===== config.mk =====
export PLATFORM = sky130hd
export DESIGN_NAME = cps_top
export DESIGN_NICKNAME = d
export VERILOG_FILES = /design/src/design/cps_pkg.sv /design/src/design/cps_spi_if.sv /design/src/design/cps_spi_shift.sv /design/src/design/cps_top.sv
export SDC_FILE = /design/constraint.sdc
export NUM_CORES = 1
export LEC_CHECK = 0
export BUFFER_PORTS_ARGS = -buffer_cell sky130_fd_sc_hd__buf_2
export CORE_UTILIZATION = 64
export DETAILED_ROUTE_END_ITERATION = 10
export PLACE_DENSITY = 0.83
export SLEW_MARGIN = 20
export SYNTH_ARGS = -nofsm -noshare
export SYNTH_HDL_FRONTEND = slang
export SYNTH_SLANG_ARGS = --single-unit

===== constraint.sdc =====
create_clock -name ref_clk_i -period 14.8 [get_ports ref_clk_i]
set_input_delay 2.96 -clock ref_clk_i [delete_from_list [all_inputs] [get_ports ref_clk_i]]
set_output_delay 2.96 -clock ref_clk_i [all_outputs]
set_load 0.03 [all_outputs]

===== src/design/cps_pkg.sv =====
// Shared constants and types for the configuration port and set switch
package cps_pkg;
    // ==========================================================
    // Timing
    localparam int CLK_PERIOD_NS = 40;
    localparam int TDIG_NS       = 1000;
    localparam int TDIG_CYC      = (TDIG_NS / CLK_PERIOD_NS < 1) ? 1 : TDIG_NS / CLK_PERIOD_NS;
    // ==========================================================
    // Register map and fields
    localparam int         ADDR_W      = 5;
    localparam int         REG_COUNT   = 32;
    localparam logic [4:0] SET_A_CTRL  = 5'h03;
    localparam logic [4:0] SET_B_CTRL  = 5'h13;
    localparam int         SEL_BIT     = 7;
    localparam int         STATUS_BIT  = 6;
    localparam int         LOW_VOLTAGE_DETECT_ENABLE_BIT    = 1;
    localparam int         SOE_BIT     = 0;
    localparam logic [7:0] REG_RST     = 8'h00;
    localparam logic       STATUS_RST  = 1'b1;
    // ==========================================================
    // Command byte layout
    localparam int CMD_CNT_HI  = 7;
    localparam int CMD_CNT_LO  = 6;
    localparam int CMD_ADDR_HI = 5;
    localparam int CMD_ADDR_LO = 1;
    localparam int CMD_RW_BIT  = 0;
    // ==========================================================
    // Pin indices of the synchroniser vector
    localparam int N_PIN    = 5;
    localparam int PIN_CS   = 0;
    localparam int PIN_WAKE = 1;
    localparam int PIN_SEN  = 2;
    localparam int PIN_SCLK = 3;
    localparam int PIN_MOSI = 4;

    typedef enum logic [3:0] {
        ST_STANDBY = 4'h1,
        ST_LVD     = 4'h2,
        ST_CONFIG  = 4'h4,
        ST_RECEIVE = 4'h8
    } cps_mode_t;
endpackage


===== src/design/cps_spi_if.sv =====
// Link between the control core and the SPI shifter
`timescale 1ns/100ps
interface cps_spi_if;
    logic       active;
    logic       sclk_fall;
    logic       mosi;
    logic       tx_load;
    logic [7:0] tx_byte;
    logic       byte_valid;
    logic [7:0] rx_byte;
    logic       miso;

    modport shifter (input active, sclk_fall, mosi, tx_load, tx_byte,
                     output byte_valid, rx_byte, miso);
    modport core    (output active, sclk_fall, mosi, tx_load, tx_byte,
                     input byte_valid, rx_byte, miso);
endinterface


===== src/design/cps_spi_shift.sv =====
// SPI byte shifter for the configuration port
`timescale 1ns/100ps
module cps_spi_shift
    import cps_pkg::*;
(
    input  wire logic  ref_clk_i,
    input  wire logic  rst_i,
    input  wire logic  ce_i,
    cps_spi_if.shifter spi
);
    logic [2:0] bit_cnt_reg, bit_cnt_next;
    logic [7:0] sin_reg,     sin_next;
    logic [7:0] sout_reg,    sout_next;
    logic       valid_reg,   valid_next;

    // ==========================================================
    // Shifting
    always_comb begin
        bit_cnt_next = bit_cnt_reg;
        sin_next     = sin_reg;
        sout_next    = sout_reg;
        valid_next   = 1'b0;
        if (!spi.active) begin
            bit_cnt_next = 3'h0; // Partial byte dropped, see [RQ10]
        end else begin
            if (spi.sclk_fall) begin
                sin_next     = {sin_reg[6:0], spi.mosi};
                sout_next    = {sout_reg[6:0], 1'b0};
                bit_cnt_next = bit_cnt_reg + 3'h1;
                valid_next   = (bit_cnt_reg == 3'h7); // see [RQ10]
            end
            if (spi.tx_load) begin
                sout_next = spi.tx_byte;
            end
        end
    end

    always_ff @(posedge ref_clk_i or posedge rst_i) begin
        if (rst_i) begin
            bit_cnt_reg <= 3'h0;
            sin_reg     <= 8'h00;
            sout_reg    <= 8'h00;
            valid_reg   <= 1'b0;
        end else if (ce_i) begin
            bit_cnt_reg <= bit_cnt_next;
            sin_reg     <= sin_next;
            sout_reg    <= sout_next;
            valid_reg   <= valid_next;
        end
    end

    assign spi.byte_valid = valid_reg;
    assign spi.rx_byte    = sin_reg;
    assign spi.miso       = sout_reg[7];
endmodule


===== src/design/cps_top.sv =====
// Configuration port, power mode control and register set switching
`timescale 1ns/100ps
// Functional notes
// [RQ1] Deselected with wake low: standby, no output, input ignored until config mode.
// [RQ2] Standby sits idle with detect disabled; with it enabled runs low voltage detect.
// [RQ3] Standby or detect mode left only by select low and wake high.
// [RQ4] Select low and wake high: host drives clock and MOSI, device drives MISO.
// [RQ5] Transfers are bytes; first byte after select falling edge is the command.
// [RQ6] Command: bits 7-6 count code, bits 5-1 first address, bit 0 direction.
// [RQ7] Count code 00,01,10,11 gives one, two, four, eight registers.
// [RQ8] Address starts at command address and steps after each data byte.
// [RQ9] Direction 0 returns data on MISO; 1 takes write data from MOSI.
// [RQ10] Byte taken on eighth falling clock edge; trailing partial bits dropped.
// [RQ11] Host separates accesses by select pulses; short gaps keep config mode.
// [RQ12] Config mode changes neither registers nor receiver on/off; no reception there. Code: SPI data bytes write registers in config mode.
// [RQ13] Host pulses select low one internal period to leave receive mode.
// [RQ14] Host wakes device past lock times before programming registers.
// [RQ15] Set B selected only when primary 0 and secondary 1; both 1 alternate.
// [RQ16] Read-only set status bit reads same from both sets, shows active set.
// [RQ17] Direct control: new set takes effect when select returns high.
// [RQ18] Pin control: wake high turns receiver on with selected set, low off.
// [RQ19] Only set A selected reports status 1; only set B reports 0.
// [RQ20] Both selected under pin control: status toggles at each wake falling edge.
// [RQ21] A message in progress holds the on-state until it ends.
// [RQ22] After any SPI access the alternating sequence restarts with set A.
// [RQ23] Strobe control: status toggles at each on-state end, frozen if wake forced.
// [RQ24] MISO idle on writes or when deselected; driven only in read data bytes.
// [RQ25] Register address wraps within five bits.
module cps_top
    import cps_pkg::*;
(
    input  wire logic ref_clk_i,
    input  wire logic rst_i,
    input  wire logic ce_i,
    input  wire logic config_select_n_i,
    input  wire logic wake_control_i,
    input  wire logic spi_enable_n_i,
    input  wire logic sclk_i,
    input  wire logic mosi_i,
    input  wire logic message_active_i,
    input  wire logic strobe_on_end_i,
    output logic      miso_o,
    output logic      miso_oe_n_o,
    output logic      rx_on_o,
    output logic      active_set_status_o,
    output logic      standby_o,
    output logic      lvd_active_o,
    output logic      config_mode_o,
    output logic      receive_mode_o,
    output logic      strobe_osc_enable_o,
    output logic      low_voltage_detect_enable_o
);
    // ==========================================================
    // Pin synchronisers
    logic [N_PIN-1:0] pin_vec, s1_reg, s2_reg, s3_reg;
    assign pin_vec = {mosi_i, sclk_i, spi_enable_n_i, wake_control_i, config_select_n_i};

    genvar g;
    generate
        for (g = 0; g < N_PIN; g++) begin : g_sync
            always_ff @(posedge ref_clk_i or posedge rst_i) begin
                if (rst_i) begin
                    s1_reg[g] <= 1'b1;
                    s2_reg[g] <= 1'b1;
                    s3_reg[g] <= 1'b1;
                end else if (ce_i) begin
                    s1_reg[g] <= pin_vec[g];
                    s2_reg[g] <= s1_reg[g];
                    s3_reg[g] <= s2_reg[g];
                end
            end
        end
    endgenerate

    logic cs_n, wake, cs_fall;
    assign cs_n      = s2_reg[PIN_CS];
    assign wake      = s2_reg[PIN_WAKE];
    assign cs_fall   = s3_reg[PIN_CS] & ~cs_n;

    // ==========================================================
    // Register sets and status
    logic [7:0] regs [REG_COUNT];
    logic       status_reg, status_next;
    logic       prim_sel, sec_sel, strobe_osc_enable, low_voltage_detect_enable, both_sel;
    assign prim_sel = regs[SET_A_CTRL][SEL_BIT];
    assign sec_sel  = regs[SET_B_CTRL][SEL_BIT];
    assign strobe_osc_enable      = regs[SET_A_CTRL][SOE_BIT];
    assign low_voltage_detect_enable     = regs[SET_A_CTRL][LOW_VOLTAGE_DETECT_ENABLE_BIT];
    assign both_sel = prim_sel & sec_sel; // see [RQ15]

    function automatic logic [7:0] rd_reg(input logic [4:0] a);
        logic [7:0] d;
        d = regs[a];
        if (a == SET_A_CTRL || a == SET_B_CTRL) begin
            d[STATUS_BIT] = status_reg; // see [RQ16]
        end
        return d;
    endfunction

    // ==========================================================
    // SPI command and data handling
    cps_spi_if spi ();
    cps_spi_shift u_shift (
        .ref_clk_i (ref_clk_i),
        .rst_i     (rst_i),
        .ce_i      (ce_i),
        .spi       (spi)
    );

    cps_mode_t  state_reg, state_next;
    logic       cmd_pend_reg, cmd_pend_next;
    logic [3:0] cnt_reg,      cnt_next;
    logic [4:0] addr_reg,     addr_next;
    logic       wr_reg,       wr_next;
    logic       load_reg,     load_next;
    logic [7:0] txb_reg,      txb_next;
    logic       acc_reg,      acc_next;
    logic       we;

    // Only a selected, awake device in config mode listens; see [RQ1] [RQ4]
    assign spi.active    = (state_reg == ST_CONFIG) & ~cs_n & wake & ~s2_reg[PIN_SEN];
    assign spi.sclk_fall = s3_reg[PIN_SCLK] & ~s2_reg[PIN_SCLK];
    assign spi.mosi      = s2_reg[PIN_MOSI];
    assign spi.tx_load   = load_reg;
    assign spi.tx_byte   = txb_reg;

    always_comb begin
        cmd_pend_next = cmd_pend_reg;
        cnt_next      = cnt_reg;
        addr_next     = addr_reg;
        wr_next       = wr_reg;
        load_next     = 1'b0;
        txb_next      = txb_reg;
        acc_next      = acc_reg;
        we            = 1'b0;
        if (cs_fall) begin
            cmd_pend_next = 1'b1; // see [RQ5]
            cnt_next      = 4'h0;
        end else if (spi.byte_valid && cmd_pend_reg) begin
            cmd_pend_next = 1'b0;
            cnt_next  = 4'h1 << spi.rx_byte[CMD_CNT_HI:CMD_CNT_LO]; // see [RQ6] [RQ7]
            addr_next = spi.rx_byte[CMD_ADDR_HI:CMD_ADDR_LO]; // see [RQ6]
            wr_next   = spi.rx_byte[CMD_RW_BIT]; // see [RQ9]
            load_next = ~spi.rx_byte[CMD_RW_BIT];
            txb_next  = rd_reg(spi.rx_byte[CMD_ADDR_HI:CMD_ADDR_LO]);
        end else if (spi.byte_valid && cnt_reg != 4'h0) begin
            we        = wr_reg; // see [RQ9]
            cnt_next  = cnt_reg - 4'h1;
            addr_next = addr_reg + 5'h01; // Natural 5-bit wrap, see [RQ8] [RQ25]
            acc_next  = 1'b1; // see [RQ22]
            load_next = ~wr_reg & (cnt_reg != 4'h1);
            txb_next  = rd_reg(addr_reg + 5'h01);
        end
        if (state_reg != ST_CONFIG) begin
            acc_next = 1'b0;
        end
    end

    always_ff @(posedge ref_clk_i or posedge rst_i) begin
        if (rst_i) begin
            cmd_pend_reg <= 1'b0;
            cnt_reg      <= 4'h0;
            addr_reg     <= 5'h00;
            wr_reg       <= 1'b0;
            load_reg     <= 1'b0;
            txb_reg      <= 8'h00;
            acc_reg      <= 1'b0;
        end else if (ce_i) begin
            cmd_pend_reg <= cmd_pend_next;
            cnt_reg      <= cnt_next;
            addr_reg     <= addr_next;
            wr_reg       <= wr_next;
            load_reg     <= load_next;
            txb_reg      <= txb_next;
            acc_reg      <= acc_next;
        end
    end

    // Writes land only from SPI data bytes; status bit stays read-only
    always_ff @(posedge ref_clk_i or posedge rst_i) begin
        if (rst_i) begin
            for (int i = 0; i < REG_COUNT; i++) begin
                regs[i] <= REG_RST;
            end
        end else if (ce_i && we) begin
            if (addr_reg == SET_A_CTRL || addr_reg == SET_B_CTRL) begin
                regs[addr_reg] <= spi.rx_byte & ~(8'h01 << STATUS_BIT); // see [RQ16]
            end else begin
                regs[addr_reg] <= spi.rx_byte; // Plain storage, see [RQ12]
            end
        end
    end

    // ==========================================================
    // Mode control
    logic [7:0] gap_reg, gap_next;
    logic       rx_on_next, miso_next, oe_n_next;

    always_comb begin
        state_next  = state_reg;
        gap_next    = 8'h00;
        rx_on_next  = rx_on_o;
        status_next = status_reg;
        case (state_reg)
            ST_STANDBY, ST_LVD: begin
                rx_on_next = 1'b0;
                state_next = low_voltage_detect_enable ? ST_LVD : ST_STANDBY; // see [RQ2]
                if (!cs_n && wake) begin
                    state_next = ST_CONFIG; // see [RQ3]
                end
            end
            ST_CONFIG: begin
                // Receiver state frozen here, see [RQ12]
                if (cs_n && wake) begin
                    state_next = ST_RECEIVE;
                end else if (cs_n) begin
                    // Short deselect gaps tolerated, see [RQ11]
                    gap_next = gap_reg + 8'h01;
                    if (gap_reg == 8'(TDIG_CYC - 1)) begin
                        state_next = low_voltage_detect_enable ? ST_LVD : ST_STANDBY; // see [RQ1]
                    end
                end
                if (state_next != ST_CONFIG) begin
                    // New selection applies on leaving, see [RQ17] [RQ19]
                    if (!sec_sel) begin
                        status_next = 1'b1;
                    end else if (!prim_sel) begin
                        status_next = 1'b0;
                    end else if (acc_reg) begin
                        status_next = 1'b1; // see [RQ22]
                    end
                    if (state_next != ST_RECEIVE) begin
                        rx_on_next = 1'b0;
                    end
                end
            end
            ST_RECEIVE: begin
                if (!cs_n) begin
                    state_next = ST_CONFIG; // see [RQ13]
                end else begin
                    // Wake level gates receiver, message extends it; see [RQ18] [RQ21]
                    rx_on_next = wake | (rx_on_o & message_active_i);
                    if (both_sel && !strobe_osc_enable && rx_on_o && !rx_on_next) begin
                        status_next = ~status_reg; // see [RQ20]
                    end
                    if (both_sel && strobe_osc_enable && strobe_on_end_i && !wake) begin
                        status_next = ~status_reg; // see [RQ23]
                    end
                end
            end
            default: begin
                state_next = ST_STANDBY;
            end
        endcase
        // MISO only in read data bytes, see [RQ24] [RQ9]
        oe_n_next = ~(spi.active & ~wr_reg & ~cmd_pend_reg & (cnt_reg != 4'h0));
        miso_next = oe_n_next ? 1'b0 : spi.miso;
    end

    always_ff @(posedge ref_clk_i or posedge rst_i) begin
        if (rst_i) begin
            state_reg   <= ST_STANDBY;
            gap_reg     <= 8'h00;
            rx_on_o     <= 1'b0;
            status_reg  <= STATUS_RST;
            miso_o      <= 1'b0;
            miso_oe_n_o <= 1'b1;
        end else if (ce_i) begin
            state_reg   <= state_next;
            gap_reg     <= gap_next;
            rx_on_o     <= rx_on_next;
            status_reg  <= status_next;
            miso_o      <= miso_next;
            miso_oe_n_o <= oe_n_next;
        end
    end

    assign active_set_status_o         = status_reg;
    assign standby_o                   = state_reg[0];
    assign lvd_active_o                = state_reg[1];
    assign config_mode_o               = state_reg[2];
    assign receive_mode_o              = state_reg[3];
    assign strobe_osc_enable_o         = strobe_osc_enable;
    assign low_voltage_detect_enable_o = low_voltage_detect_enable;
endmodule


# After elaboration in Yosys (flattened, before gate mapping)
# Cells that the tools add are included.
[word_totals]
ff_bits = 325
latch_bits = 0
mem_bits_rw = 0
mem_bits_ro = 0
n_memories = 0
[op_classes]
addsub = 4
mul = 0
div_mod_pow = 0
order_cmp = 4
n_eq_ne = 25
shift = 1
mux = 62
bitwise_logic = 24
reduce_logical = 39
[ops]
columns = ["operator", "n"]
rows = [
  ["256-bit bitwise mux", 2],
  ["256-bit two-way mux", 1],
  ["8-bit two-way mux", 12],
  ["8-bit binary-select mux with 5-bit select", 2],
  ["8-bit demux with 5-bit select", 1],
  ["4-bit two-way mux", 8],
  ["1-bit two-way mux", 27],
  ["6-bit greater-or-equal comparator (second input constant)", 3],
  ["5-bit inverter with 6-bit output", 3],
  ["5-bit by 2-bit equality test with 1-bit output (second input constant)", 3],
  ["5-bit equality test (second input constant)", 3],
  ["1-bit logical AND", 12],
  ["4-bit one-hot mux with 3 select lines", 1],
  ["3-bit AND reduction", 4],
  ["1-bit AND", 11],
  ["5-bit two-way mux", 2],
  ["2-bit by 1-bit != test with 1-bit output (second input constant)", 5],
  ["2-bit nonzero test", 5],
  ["3-bit two-way mux", 3],
  ["1-bit inverter", 9],
  ["8-bit by 1-bit adder with 8-bit output (second input constant)", 1],
  ["8-bit by 5-bit equality test with 1-bit output (second input constant)", 1],
  ["4-bit by 3-bit != test with 1-bit output (second input constant)", 2],
  ["4-bit != test (second input constant)", 2],
  ["other kinds (26)", 36],
]

# Logic depth before layout (Yosys ltp)
[logic_depth]
depth_word = 9
mapped_depth = 13

# By module
# Synthesis repeated with hierarchy kept, for this count alone.
[hier_totals]
hier_cells = 1371
area_unflattened_um2 = 18341.3
[modules_own_cells]
columns = ["mod", "n_inst", "cells_each", "area_per_inst_um2", "seq_area_each_um2"]
rows = [
  ["cps_top", 1, 1283, 17434.2, 7651.1],
  ["cps_spi_shift", 1, 88, 907.1, 500.5],
]

# Worst setup path after synthesis
# OpenSTA, ideal clock, no wires.
[synth_path]
path_kind = "input to register"
start = "input port ce_i"
end = "register (tool-made name)"
arrival_ps = 4356
t_required_ps = 14675
setup_slack_ps = 10319
stages = 7
path_buffers = 3
cell_sequence = "clkbuf_1 > and4_4 > and3_4 > buf_6 > buf_12 > nand3_4 > mux2_4"
[synth_lines]
columns = ["item", "line", "text"]
rows = [
  ["start: declaration", "cps_top.sv:34", "input wire logic ce_i,"],
]

==> flow_summary.yaml <==
routing:
  vias_per_cell: 7.00
  drc_errors: 0
  num_vias: 12100
  firstDrtPassIters: 6
  first_iter_violations: 1402
  wire_per_inst_um: 26.2
  routed_wl_um: 45400
  ant_nets: 0
setup_path:
  end_kind: "flip-flop"
  slowest_stage: "and3_4"
  crit_path_max_incr_delay_ns: 0.82
  arrival_ns: 5.68
  path_max_fanout: 45
  r2r-start: "addr_reg[0]"
  reg2reg_depth: 6
  crit_path_start_kind: "input port"
  worstPathCellList: "buf_2 > and4_4 > and3_4 > nand3_2 > mux2_2"
  crit_required_ns: 15.19
  r2r_slack_ns: 10.87
  r2r-end: "regs[158]"
  crit_type: "in -> reg"
timing:
  fin_ws_ns: 9.52
  finalHoldViolations: 0
  setup_viol: 0
  fin_crit_sh: 0.357
  slew_headroom: 0.273
  tightest_slew_ns: 1.08
  rsz0062_at_grt: "false"
  totalNegativeSetupSlack_ns: 0
  max_freq_ghz: 0.189
  report.final.slew_viol_count: 0
  min_period_ns: 5.28
  clock_skew_ns: 0.0199
finish:
  multi_input_area_um2: 9490
  regArea_um2: 8170
  layout.nets: 1346
  instances_no_fill: 1731
  num-fill-cells: 1748
  syn2layout_area_growth_pct: 8.40
  final_layout_size_suffix_gt1_frac: 0.374
synth:
  synth_edf_count: 0
  synthFlopType: "dfrtp_1"
  synthArstFlopShare: 1.00
  synth_most_common_cell: "dfrtp_1"
  ys_types: 72
  synthCells: 1353
  synthTopCellsByArea: "dfrtp_1 (43%), mux4_2 (15%), mux2_4 (12%)"
  ys_ff_latch: 325
  synth_top_area_share: 0.426
  yosysWarningCount: 0
  yosys-top-cells-count: "dfrtp_1 (310), mux2_4 (150), nand2_1 (147), mux4_2 (125), o21ai_0 (104)"
  synth.avg_cell_area_um2: 13.5
  synth_area_um2: 18200
  synth_top_area_cell: "dfrtp_1"
  ys_seq_area_frac: 0.447
  syn-num-nets: 1374
global_route:
  grt_pass1_wl_um: 72500
  grt_antenna_before_repair: 0
  grt_pass1_vias: 12300
  grt_max_degree: 103
  grt_overflow_total: 0
  grt_use_total: 0.329
placement:
  dpl.hpwl_um: 28400
  place_congestion: 0.993
  portBuffers: 19
  place_ws_ns: 9.05
  dpl.cell_count: 1664
run_status:
  status: "completed"
clocking:
  cts_tree: "done"
  cts_buffer_depth: 3
  cts_made_buffers: 37
  clock_latency_ns: 0.52
  cts-hold-fix-buffers: 0
  path_clk_slew_ns: 0.06
  ctsHtreeMaxLevel: 2
  cts.sinks: 325
  cts_resized: 0
  post_cts.repair.setup_buffers: 0
  cts-root-buf: "clkbuf_16"
pwr:
  ir_drop_mv: 0.0885
  p_per_area_nw_per_um2: 107
  p_leak_nw: 8.67
min_path:
  hold_start: "s3_reg[0]"
  hold_class: "reg -> reg"
  hold_end: "s3_reg[0]"
  worstHoldPathCells: 2
floorplanning:
  initial_core_util: 0.652
  die-height_um: 171
  core_area_um2: 27900
  dieArea_um2: 29200
  die_w_um: 171
  ios: 20
  row_count: 61
flow_run:
  max-cap-violations: 0
[cell families after synthesis]
group / share of synthesized area
adder cells (fa/ha/maj): 0.00755
XOR/XNOR: 0.00336
AND/OR/NAND/NOR: 0.105
AO/OA/AOI/OAI: 0.0683
buffers and inverters: 0.0330
flip-flops: 0.447
multiplexers: 0.336
[final cells by class]
cell class | instances | share of cell area
Multi-Input combinational cell | 901 | 0.480
Sequential cell | 325 | 0.413
Clock buffer | 51 | 0.0547
Tap cell | 378 | 0.0239
Timing Repair Buffer | 38 | 0.0120
Clock inverter | 15 | 0.0109
Inverter | 22 | 0.00456
Antenna cell | 1 | 0.000127
[critical path, delay by kind of cell]
family | cells | cell delay (ns)
AND/OR/NAND/NOR | 3 | 1.69
multiplexers | 1 | 0.38
buffers and inverters | 1 | 0.58
[through the flow]
stage | total power [W] | hold slack, ns | util | instance area [µm²]
2_1_floorplan | 0.00110 | 0.448 | - | 18200
3_3_place_gp | 0.00116 | 0.461 | 0.661 | 18500
3_5_place_dp | 0.00116 | 0.474 | 0.661 | 18500
4_1_cts | 0.00213 | 0.484 | 0.707 | 19800
5_1_grt | 0.00218 | 0.507 | 0.707 | 19800
6_report | 0.00212 | 0.479 | 0.707 | 19800
[layout by cell type, fill, tap and decap left out, types with 7 or more instances in the layout]
master     netlist  final
nor2b_1          8      8
nor2_1          26     26
nor3_1          12     12
a22oi_1         14     14
nand2_1        147    147
buf_2           33     19
nand3_4         30     30
and2_1           7      7
dfrtp_1        310    305
mux2_2          62     62
ha_1            11     10
mux2_4         150    150
clkbuf_16        0     39
inv_1           22     21
o21ai_0        104    104
dfstp_2         15     15
nor3b_1          8      8
mux4_2         125    125
o31ai_1          8      8
mux2i_1         29     29
nand3_1         27     27
a21oi_1         21     21
a31oi_1         13     13
buf_4            7     19
[how the worst max path moves through the flow]
stage,start,endpoint,slack [ns],cells past startpoint
6_report,ce_i,flip-flop,9.52,5
4_1_cts,ce_i,flip-flop,9.57,5
5_1_grt,rst_i,u_shift.spi.rx_byte[2],9.37,4
2_1_floorplan,rst_i,asynchronous set/reset pin,2.87,1
3_3_place_gp,ce_i,flip-flop,9.10,5
3_5_place_dp,ce_i,flip-flop,9.05,5
[layer usage]
layer  wire length (µm)  share of wire  vias up  GRT usage
met4               1980          0.044        0      0.131
met5                  0              0        -          0
met2              21500           0.47      642      0.512
li1                   -              -     5034          -
met1              18000           0.40     6287      0.459
met3               3950          0.087      153     0.0650
[report_power, final]
group	total, W	internal (W)	switching [W]
Clock	0.000968	0.000600	0.000368
Combinational	0.000209	0.0000706	0.000139
Sequential	0.000943	0.000910	0.0000327
Note: power is estimated with default switching activity, not from simulation.
